$ cat src/eac_consts.vh
`ifndef EAC_CONSTS_VH
`define EAC_CONSTS_VH
// ***********************************************
// register byte offsets
// ***********************************************
`define EAC_OFS_CTRL        8'h00
`define EAC_OFS_DATA        8'h04
`define EAC_OFS_ADDR        8'h08
`define EAC_OFS_SPM         8'h0c
`define EAC_OFS_STATUS      8'h10
// ***********************************************
// control and self-program register fields
// ***********************************************
`define EAC_BIT_READ        0
`define EAC_BIT_WRITE       1
`define EAC_BIT_ARM         2
`define EAC_BIT_RIE         3
`define EAC_PM_LO           4
`define EAC_PM_HI           5
`define EAC_BIT_SPM         0
`define EAC_BIT_GIE         1
// ***********************************************
// reset values and modes
// ***********************************************
`define EAC_RST_PM          2'h0
`define EAC_RST_DATA        8'h00
`define EAC_RST_ADDR        10'h000
`define EAC_PM_ATOMIC       2'h0
`define EAC_PM_ERASE        2'h1
`define EAC_PM_WRITE        2'h2
`define EAC_PM_RSVD         2'h3
// ***********************************************
// timing
// ***********************************************
`define EAC_ARM_CYCLES      3'd4
`define EAC_WR_HALT         3'd2
`define EAC_RD_HALT         3'd4
`define EAC_PROG_RC_CYCLES  15'd26368
`define EAC_PROG_TIME_US    3300
`endif

$ cat src/eac_down_counter.v
`timescale 1ns/1ps
`default_nettype none
// loadable down counter, flags nonzero while running
module eac_down_counter #(
    parameter W = 3
) (
    input  wire         aclk,
    input  wire         aresetn,
    input  wire         load,
    input  wire [W-1:0] value,
    input  wire         tick,
    output wire         busy
);
    reg [W-1:0] cnt_q;
    always @(posedge aclk) begin
        if (!aresetn) begin
            cnt_q <= {W{1'b0}};
        end else if (load) begin
            cnt_q <= value;
        end else if (tick && cnt_q != {W{1'b0}}) begin
            cnt_q <= cnt_q - {{(W-1){1'b0}}, 1'b1};
        end
    end
    assign busy = (cnt_q != {W{1'b0}});
endmodule // eac_down_counter
`default_nettype wire

$ cat src/eac_top.v
// Functional notes
// - write strobe while armed starts programming byte at address with data
// - write strobe without prior arm starts nothing
// - no programming while self-program active; software waits for it
// - hardware clears write strobe when programming time elapses
// - write strobe halts cpu for two cycles
// - read strobe loads data register from current address at once
// - read strobe halts cpu for four cycles
// - during programming no reads and address register locked
// - programming time counted on calibrated rc oscillator cycles
// - arm bit self-clears four cycles after being set
// - mode field selects erase/write action, locked while strobe set
// - ready interrupt is level while strobe and self-program clear and both enables set
// - address is ten bits, upper bits read zero
`timescale 1ns/1ps
`default_nettype none
`include "eac_consts.vh"
module eac_top (
    input  wire        aclk,
    input  wire        aresetn,
    input  wire        rc_clk_pin,
    input  wire [31:0] s_axi_awaddr,
    input  wire        s_axi_awvalid,
    output wire        s_axi_awready,
    input  wire [31:0] s_axi_wdata,
    input  wire [3:0]  s_axi_wstrb,
    input  wire        s_axi_wvalid,
    output wire        s_axi_wready,
    output reg  [1:0]  s_axi_bresp,
    output reg         s_axi_bvalid,
    input  wire        s_axi_bready,
    input  wire [31:0] s_axi_araddr,
    input  wire        s_axi_arvalid,
    output wire        s_axi_arready,
    output reg  [31:0] s_axi_rdata,
    output reg  [1:0]  s_axi_rresp,
    output reg         s_axi_rvalid,
    input  wire        s_axi_rready,
    output wire        cpu_halt,
    output wire        ready_irq,
    output reg  [9:0]  nv_mem_addr,
    output reg  [7:0]  nv_mem_wdata,
    output reg  [1:0]  nv_mem_mode,
    output reg         nv_mem_prog,
    input  wire [7:0]  nv_mem_rdata
);
    // ***********************************************
    // state
    // ***********************************************
    reg  [7:0]  aw_q;
    reg         aw_v_q;
    reg  [31:0] w_q;
    reg  [3:0]  ws_q;
    reg         w_v_q;
    reg  [9:0]  nv_address_reg_q;
    reg  [7:0]  nv_data_reg_q;
    reg  [1:0]  prog_mode_q;
    reg         ready_irq_enable_q;
    reg         write_strobe_q;
    reg         self_program_active_q;
    reg         gie_q;
    reg  [14:0] rc_cnt_q;
    reg  [2:0]  rc_sync_q;
    wire        arm_busy;
    wire        halt_busy;
    wire        rc_rise;
    wire        do_wr;
    wire        ctrl_wr;
    wire        arm_set;
    wire        strobe_go;
    wire        read_go;
    wire [7:0]  wb;

    // ***********************************************
    // axi write path: address and data taken in either order
    // ***********************************************
    assign s_axi_awready = !aw_v_q && !s_axi_bvalid;
    assign s_axi_wready  = !w_v_q && !s_axi_bvalid;
    assign do_wr = aw_v_q && w_v_q && !s_axi_bvalid;
    assign wb = w_q[7:0];
    assign ctrl_wr = do_wr && ws_q[0] && aw_q == `EAC_OFS_CTRL;

    always @(posedge aclk) begin
        if (!aresetn) begin
            aw_q <= 8'h00;
            aw_v_q <= 1'b0;
            w_q <= 32'h0000_0000;
            ws_q <= 4'h0;
            w_v_q <= 1'b0;
            s_axi_bvalid <= 1'b0;
            s_axi_bresp <= 2'h0;
        end else begin
            if (s_axi_awvalid && s_axi_awready) begin
                aw_q <= {s_axi_awaddr[7:2], 2'b00};
                aw_v_q <= 1'b1;
            end
            if (s_axi_wvalid && s_axi_wready) begin
                w_q <= s_axi_wdata;
                ws_q <= s_axi_wstrb;
                w_v_q <= 1'b1;
            end
            if (do_wr) begin
                aw_v_q <= 1'b0;
                w_v_q <= 1'b0;
                s_axi_bvalid <= 1'b1;
                // address writes while busy are refused in the same response
                s_axi_bresp <= (aw_q > `EAC_OFS_STATUS
                                || (aw_q == `EAC_OFS_ADDR && write_strobe_q)) ? 2'h2 : 2'h0;
            end else if (s_axi_bvalid && s_axi_bready) begin
                s_axi_bvalid <= 1'b0;
            end
        end
    end

    // ***********************************************
    // rc oscillator pin, two-flop synchroniser then edge
    // ***********************************************
    always @(posedge aclk) begin
        if (!aresetn) begin
            rc_sync_q <= 3'h0;
        end else begin
            rc_sync_q <= {rc_sync_q[1:0], rc_clk_pin};
        end
    end
    assign rc_rise = rc_sync_q[1] && !rc_sync_q[2];

    // ***********************************************
    // arm window and cpu halt counters
    // ***********************************************
    assign arm_set = ctrl_wr && wb[`EAC_BIT_ARM] && !wb[`EAC_BIT_WRITE];
    // strobe honoured only inside the arm window and with no flash write
    assign strobe_go = ctrl_wr && wb[`EAC_BIT_WRITE] && arm_busy
                       && !write_strobe_q && !self_program_active_q;
    assign read_go = ctrl_wr && wb[`EAC_BIT_READ] && !write_strobe_q;

    eac_down_counter #(.W(3)) u_arm (
        .aclk    (aclk),
        .aresetn (aresetn),
        .load    (arm_set || strobe_go),
        .value   (strobe_go ? 3'd0 : `EAC_ARM_CYCLES),
        .tick    (1'b1),
        .busy    (arm_busy)
    );

    eac_down_counter #(.W(3)) u_halt (
        .aclk    (aclk),
        .aresetn (aresetn),
        .load    (strobe_go || read_go),
        .value   (strobe_go ? `EAC_WR_HALT : `EAC_RD_HALT),
        .tick    (1'b1),
        .busy    (halt_busy)
    );
    assign cpu_halt = halt_busy;

    // ***********************************************
    // registers and programming sequencer
    // ***********************************************
    always @(posedge aclk) begin
        if (!aresetn) begin
            nv_address_reg_q <= `EAC_RST_ADDR;
            nv_data_reg_q <= `EAC_RST_DATA;
            ready_irq_enable_q <= 1'b0;
            self_program_active_q <= 1'b0;
            gie_q <= 1'b0;
            // a write in flight survives reset, and so does its mode
            if (!write_strobe_q) begin
                prog_mode_q <= `EAC_RST_PM;
            end
        end else begin
            if (ctrl_wr) begin
                ready_irq_enable_q <= wb[`EAC_BIT_RIE];
                if (!write_strobe_q) begin
                    prog_mode_q <= wb[`EAC_PM_HI:`EAC_PM_LO];
                end
            end
            if (do_wr && ws_q[0] && aw_q == `EAC_OFS_DATA) begin
                nv_data_reg_q <= wb;
            end
            if (do_wr && aw_q == `EAC_OFS_ADDR && !write_strobe_q) begin
                if (ws_q[0]) nv_address_reg_q[7:0] <= w_q[7:0];
                if (ws_q[1]) nv_address_reg_q[9:8] <= w_q[9:8];
            end
            if (do_wr && ws_q[0] && aw_q == `EAC_OFS_SPM) begin
                self_program_active_q <= wb[`EAC_BIT_SPM];
                gie_q <= wb[`EAC_BIT_GIE];
            end
            if (read_go) begin
                nv_data_reg_q <= nv_mem_rdata;
            end
        end
    end

    // the sequencer ignores reset while a write runs so the write completes
    // busy is tested first so an unknown power-up strobe falls into reset
    always @(posedge aclk) begin
        if (write_strobe_q) begin
            if (rc_rise) begin
                if (rc_cnt_q == 15'd1) begin
                    write_strobe_q <= 1'b0;
                    nv_mem_prog <= 1'b0;
                    rc_cnt_q <= 15'd0;
                end else begin
                    rc_cnt_q <= rc_cnt_q - 15'd1;
                end
            end
        end else if (!aresetn) begin
            write_strobe_q <= 1'b0;
            rc_cnt_q <= 15'd0;
            nv_mem_prog <= 1'b0;
            nv_mem_addr <= 10'h000;
            nv_mem_wdata <= 8'h00;
            nv_mem_mode <= `EAC_RST_PM;
        end else if (strobe_go) begin
            write_strobe_q <= 1'b1;
            nv_mem_prog <= 1'b1;
            nv_mem_addr <= nv_address_reg_q;
            nv_mem_wdata <= nv_data_reg_q;
            nv_mem_mode <= prog_mode_q;
            rc_cnt_q <= `EAC_PROG_RC_CYCLES;
        end else begin
            // idle: the array follows the address register so a read strobe hits it
            nv_mem_addr <= nv_address_reg_q;
        end
    end

    assign ready_irq = ready_irq_enable_q && gie_q && !write_strobe_q
                       && !self_program_active_q;

    // ***********************************************
    // axi read path
    // ***********************************************
    assign s_axi_arready = !s_axi_rvalid;
    always @(posedge aclk) begin
        if (!aresetn) begin
            s_axi_rvalid <= 1'b0;
            s_axi_rdata <= 32'h0000_0000;
            s_axi_rresp <= 2'h0;
        end else if (s_axi_arvalid && s_axi_arready) begin
            s_axi_rvalid <= 1'b1;
            s_axi_rresp <= 2'h0;
            case ({s_axi_araddr[7:2], 2'b00})
                `EAC_OFS_CTRL: s_axi_rdata <= {26'h0, prog_mode_q,
                    ready_irq_enable_q, arm_busy, write_strobe_q, 1'b0};
                `EAC_OFS_DATA: s_axi_rdata <= {24'h0, nv_data_reg_q};
                `EAC_OFS_ADDR: s_axi_rdata <= {22'h0, nv_address_reg_q};
                `EAC_OFS_SPM: s_axi_rdata <= {30'h0, gie_q, self_program_active_q};
                `EAC_OFS_STATUS: s_axi_rdata <= {30'h0, ready_irq, cpu_halt};
                default: begin
                    s_axi_rdata <= 32'h0000_0000;
                    s_axi_rresp <= 2'h2;
                end
            endcase
        end else if (s_axi_rvalid && s_axi_rready) begin
            s_axi_rvalid <= 1'b0;
        end
    end
endmodule // eac_top
`default_nettype wire

$ cat config.mk
export PLATFORM = sky130hd
export DESIGN_NAME = eac_top
export DESIGN_NICKNAME = d
export VERILOG_FILES = /design/src/eac_down_counter.v /design/src/eac_top.v
export VERILOG_INCLUDE_DIRS = /design/src
export SDC_FILE = /design/constraint.sdc
export NUM_CORES = 1
export LEC_CHECK = 0
export BUFFER_PORTS_ARGS = -buffer_cell sky130_fd_sc_hd__buf_2
export CAP_MARGIN = 20
export CORE_MARGIN = 2
export CORE_UTILIZATION = 40
export CTS_CLUSTER_SIZE = 24
export DETAILED_ROUTE_END_ITERATION = 6
export PLACE_DENSITY = 0.77
export SYNTH_ARGS = -nofsm -noshare
export SYNTH_HDL_FRONTEND = slang
export SYNTH_SLANG_ARGS = --single-unit
$ cat constraint.sdc
create_clock -name aclk -period 4.2 [get_ports aclk]
set_input_delay 0.84 -clock aclk [delete_from_list [all_inputs] [get_ports aclk]]
set_output_delay 0.84 -clock aclk [all_outputs]
set_load 0.01 [all_outputs]
# Yosys cells after proc, flatten, opt, wreduce, memory -nomap -nowiden
# Cells that the tools add are included.
# word_totals
inputBits	116
reg_bits	127
out_inout_bits	64
# classes
addsub	3
bitwise	2
reduce_logical	56
muxes	36
eq_ne	15
magnitude_cmp	1
# op_table
op	n
2-to-1 mux 15 bit	5
case mux 10 bit (5 select lines)	1
logical AND 1 bit	28
== test 6 x 2 -> 1 bit, second input constant	4
2-to-1 mux 8 bit	3
2-to-1 mux 3 bit	6
== test 15 x 1 -> 1 bit, second input constant	1
subtractor 15 x 1 -> 15 bit, second input constant	1
2-to-1 mux 1 bit	14
2-to-1 mux 2 bit	7
== test 6 x 1 -> 1 bit, second input constant	2
nonzero test 2 bit	5
> comparator 8 x 5 -> 1 bit, second input constant	1
logical NOT 1 bit	8
logical NOT 8 bit	1
!= test 2 x 1 -> 1 bit, second input constant	4
AND reduction 2 bit	4
== test 6 x 3 -> 1 bit, second input constant	1
logical NOT 6 bit	1
AND reduction 3 bit	2
nonzero test 3 bit	2
subtractor 3 x 1 -> 3 bit, second input constant	2
OR reduction 5 bit	1
!= test 2 bit, second input constant	2
4 further kinds	7

# Depth between registers and ports, before layout
# depth
depth_word	11
depth_mapped	7
mapped_depth_nobuf	6

# Cells and area by module
# Synthesis repeated with hierarchy kept, for this count alone.
# unflattened
hier_cells	468
hier_area_um2	4953.5
# modules_own_cells
module	n_inst	cells_per_inst	area_each_um2
eac_top	1	422	4543.1
eac_down_counter	2	23	205.2

# Worst setup path after synthesis
# No wires, ideal clock.
# synth_timing
kind	input to register
start	input port s_axi_araddr[2]
end	register s_axi_rdata[1]
setup_ns	0.131
path_buffers	1
slack_ns	2.186
stages	5
arrival_ns	1.883
cell_sequence	buf_2 -> mux4_2 -> nor2b_1 -> a211oi_1 -> nor3_1
# synth_via
elab_chain_len	2
word_cells_on_any_way	6
# synth_rtl
element	line	rtl
from (decl)	eac_top.v:32	input wire [31:0] s_axi_araddr,
== test 6 x 3 -> 1 bit (tied with other cells)	eac_top.v:241	case ({s_axi_araddr[7:2], 2'b00})
case mux 10 bit (5 select lines) (*)	eac_top.v:241	
to (signal assigned)	eac_top.v:242	`EAC_OFS_CTRL: s_axi_rdata <= {26'h0, prog_mode_q,
to (signal assigned)	eac_top.v:244	`EAC_OFS_DATA: s_axi_rdata <= {24'h0, nv_data_reg_q};
to (signal assigned)	eac_top.v:245	`EAC_OFS_ADDR: s_axi_rdata <= {22'h0, nv_address_reg_q};
to (decl)	eac_top.v:35	output reg [31:0] s_axi_rdata,
# Mark *: on every way between the ends. The rest lies on a longest branch, timed or not.
# A chain may end at the register's enable or synchronous reset.

# Final worst setup path
# layout_timing
start	register write_strobe_q
end	output port ready_irq
# layout_via
elab_chain_len	3
# layout_rtl
element	line	rtl
from (decl)	eac_top.v:59	reg write_strobe_q;
from (signal assigned)	eac_top.v:199	write_strobe_q <= 1'b0;
from (signal assigned)	eac_top.v:207	write_strobe_q <= 1'b0;
from (signal assigned)	eac_top.v:214	write_strobe_q <= 1'b1;
logical NOT 1 bit	eac_top.v:226	assign ready_irq = ready_irq_enable_q && gie_q && !write_strobe_q
logical AND 1 bit	eac_top.v:226	
logical AND 1 bit	eac_top.v:227	&& !self_program_active_q;
to (decl)	eac_top.v:40	output wire ready_irq,
# No other way between the ends.

==> summary.txt <==
Placed design
  – IO Port Bufs: 79
  – DP Area: 5160 um^2
  – Dpl ws: between 1.5 and 2 ns
  – GPL Wtd Cong: 0.867
  – Dpl hpwl: 7570 um
  – Placed cells: 669

Power
  – Net switching power: 0.000616 W
  – Overall power: 0.00229 W
  – Comb pwr share: approximately 15%
  – Internal power: approximately 0.0017 W
  – Leakage power: 2.31 nW
  – Clock share of power: between 30 and 40%
  – Switching share of total power: 26.9%
  – Sequential Power Share: 49.4%
  – Power per standard cell area: 420 nW/um^2
  – Highest ir drop seen on vdd: approximately 0.23 mV

Synth
  – #FFs+latches synth: 103
  – Asr flop ratio synth: 0%
  – Gate Count Post-Synth: 471
  – EDFF count, synth: 38
  – Distinct cell type count after synthesis: 59
  – Synth top area cells: dfxtp_1, edfxtp_1, mux2i_1
  – Mapped Area: 4780 um^2
  – Top_reg_cell synth: dfxtp_1
  – Seq/Total Area, Yosys: between 50% and 60%
  – Avg Synthesized Cell Area: between 10 and 15 um^2
  – Synth top area share: between 20% and 30%
  – Synth warn: 0
  – Synth area leader: dfxtp_1

Detailed routing
  – Pre-antenna DRT Iters: 5
  – Via-per-instance ratio: 5.23
  – Detail Route Antenna Nets: 0
  – Routed wire length: around 10,000 um
  – Via count: 3,582
  – Initial DRC Count: 352
  – DRC: 0
  – Routed length per instance: between 15 and 20 um

Setup path
  – Reg-to-reg endpoint: nv_mem_wdata[0]$_SDFFCE_PN0P_
  – Reg2reg setup slack: around 2.0 ns
  – CP max-delay cell: dfxtp_1
  – Worst setup SP type: flop
  – Largest delay share family, worst path: flip-flops
  – Reg2Reg Depth: 4
  – Critical path, cell by cell: nor2_1, and3_1, buf_2
  – Critical path fanouts, max: 12
  – Crit path DAT: 1.44 ns
  – Crit-path max cell delay: about 0.60 ns
  – CP Data Required Time: 3.36 ns
  – CP Capture Type: output port
  – Critical path class: reg2out
  – RR Startpoint: s_axi_bvalid$_SDFFE_PN0P_
  – Critical path origin: write_strobe_q$_DFF_P_
  – CP bufs+invs: 1

Timing
  – Post-Route Setup TNS: 0 ns
  – Setup Skew: between 0.008 and 0.009 ns
  – Setup-failing EPs final: 0
  – Min cycle time layout: 2.28 ns
  – F_max: between 400 and 500 MHz
  – Max Slew Vio Count: 0
  – RSZ-0062 raised after global routing: false
  – Final worst path period share: 54.3%
  – Slew Limit Headroom: 52.5%
  – Worst Max-Slew Pin Slew: 0.706 ns
  – Worst setup margin: 1.92 ns
  – Final hold violations: 0

GRT
  – Gr usage total: 16.4%
  – Pin count of the biggest net entering global routing: 39
  – GRT Residual Overflow: 0
  – Number of global-route vias before repair: 3,337
  – Number of antenna violations at the first check in global routing: 1
  – Global-route wire length before repair: 16,800 um

Floorplanning
  – Core area: 11,600 um^2
  – DIE HEIGHT: 113 um
  – Die area: about 13,000 um^2
  – Rows: 39
  – IO Pins: 180
  – Initial Util: 41.4%
  – Die width: 113 um

Layout
  – Layout area overhead: 14.0%
  – Fraction of layout cells with a size suffix above 1: roughly a fifth
  – Fin nets: 659
  – Post-Layout Inst Area: 5450 um^2
  – Antenna Cells: 0
  – Post-route insts no fill: 685

Clock network
  – Post-CTS resize count: 0
  – Clk slew on worst S/H paths: roughly 0.07 ns
  – Postcts setup bufs: 0
  – # clock sinks: 103
  – Hold_buf cts: 0
  – Clock Tree Buf Depth: 2
  – Clock Latency Late Sink: 0.34 ns
  – TritonCTS clock tree: yes
  – Num CTS Buffers: 9
  – Htree depth: 3
  – Clock root buffer master: clkbuf_16

Hold path
  – Worst Hold Depth: 1
  – Min-Delay Path Class: reg2reg
  – Hold path startpoint: rc_sync_q[0]$_SDFF_PN0_
  – Hold endpoint: rc_sync_q[1]$_SDFF_PN0_

Run status
  – Status: completed

Run
  – Max Cap Violations: 0
-- worst reg2reg max path, delay by kind of cell, from the launching register on --
family | cells | cell delay, ns
AO/OA/AOI/OAI | 1 | 0.32
AND/OR/NAND/NOR | 3 | 1.14
flip-flops | 1 | 0.37
-- per-stage QoR --
stage / util, % / hold slack (ns)
floorplan: - / 0.412
global placement: 44.6 / 0.421
detailed placement: 44.6 / 0.439
CTS: 47.1 / 0.456
global route: 47.1 / 0.475
finish: 47.1 / 0.449
-- final cells by class --
cell class	instances	area, um^2
fill	1049	6110
sequential	103	2440
multi-input combinational	331	2090
timing repair buffer	80	403
clock buffer	11	255
tap	143	179
inverter	12	45.0
clock inverter	5	36.3
-- logic make-up after synthesis --
family / synth area share, %
AO/OA/AOI/OAI: 10.5
other: 0.0784
XOR/XNOR: 2.38
AND/OR/NAND/NOR: 21.0
buffers and inverters: 7.01
flip-flops: 51.1
adder cells (fa/ha/maj): 1.57
multiplexers: 6.36
-- power groups by stage --
stage | sequential, W | combinational [W] | clock, W
after floorplan | 0.00114 | 0.000272 | 0
after global placement | 0.00115 | 0.000317 | 0
after detailed placement | 0.00115 | 0.000338 | 0
after CTS | 0.00113 | 0.000340 | 0.000826
after global routing | 0.00114 | 0.000376 | 0.000870
final | 0.00113 | 0.000340 | 0.000818
-- Yosys cell counts (all sizes together), types with 2 or more instances --
| master | n |
|---|---|
| nor4 | 4 |
| a21oi | 34 |
| xnor2 | 5 |
| o2bb2ai | 9 |
| nor2b | 8 |
| o21ai | 14 |
| nand4 | 12 |
| dfxtp | 65 |
| nor4b | 3 |
| nand2 | 39 |
| buf | 34 |
| edfxtp | 38 |
| inv | 12 |
| a211oi | 2 |
| nor3 | 6 |
| nand2b | 8 |
| a22oi | 3 |
| a22o | 4 |
| mux2i | 27 |
| nand3 | 11 |
| clkbuf | 14 |
| nor2 | 46 |
| ha | 6 |
| nor3b | 8 |
| and2 | 30 |
| xor2 | 8 |
-- worst max path at each step --
stage	end	slack (ns)	depth (start not counted)
after floorplan	s_axi_rdata[1]$_SDFFE_PN0P_	2.19	5
after global placement	nv_data_reg_q[6]$_SDFFE_PN0P_	1.69	4
after detailed placement	nv_data_reg_q[2]$_SDFFE_PN0P_	1.63	4
after CTS	ready_irq	1.94	3
after global routing	nv_data_reg_q[2]$_SDFFE_PN0P_	1.79	4
final	ready_irq	1.92	3
-- cells in the final DEF, fill, tap and decap left out, types with 4 or more instances in the layout --
master and n:
edfxtp_1 38, xor2_1 8, dfxtp_1 65, clkbuf_16 10, mux2i_1 27, buf_2 79
nand3_1 11, nor2_1 46, a21oi_1 34, a22o_1 4, ha_1 6, and2_1 30
nor2b_1 8, xnor2_1 5, o2bb2ai_1 9, nor3b_1 6, o21ai_0 13, nand4_1 9
conb_1 24, nor3_1 4, nand2_1 39, inv_1 12, nand2b_1 8
-- layer usage --
layer | wire length, um | track usage, % | vias up | share of wire [%]
met5 | 7 | 0 | - | 0.067
met4 | 168 | 4.88 | 2 | 1.6
met3 | 775 | 4.02 | 18 | 7.4
met2 | 4700 | 25.0 | 148 | 45
met1 | 4790 | 23.0 | 1673 | 46
li1 | - | - | 1741 | -
-- sequential cells by signal (all words and copies together), names as in the netlist, 2 cells and up --
| name | count |
|---|---|
| prog_mode_q | 2 |
| u_arm.cnt_q | 3 |
| nv_mem_mode | 2 |
| u_halt.cnt_q | 3 |
| nv_data_reg_q | 8 |
| rc_cnt_q | 15 |
| aw_q | 6 |
| rc_sync_q | 3 |
| nv_address_reg_q | 10 |
| s_axi_rdata | 10 |
| w_q | 10 |
| nv_mem_addr | 10 |
| nv_mem_wdata | 8 |
| ws_q | 2 |
Note: power is estimated with default switching activity, not from simulation.
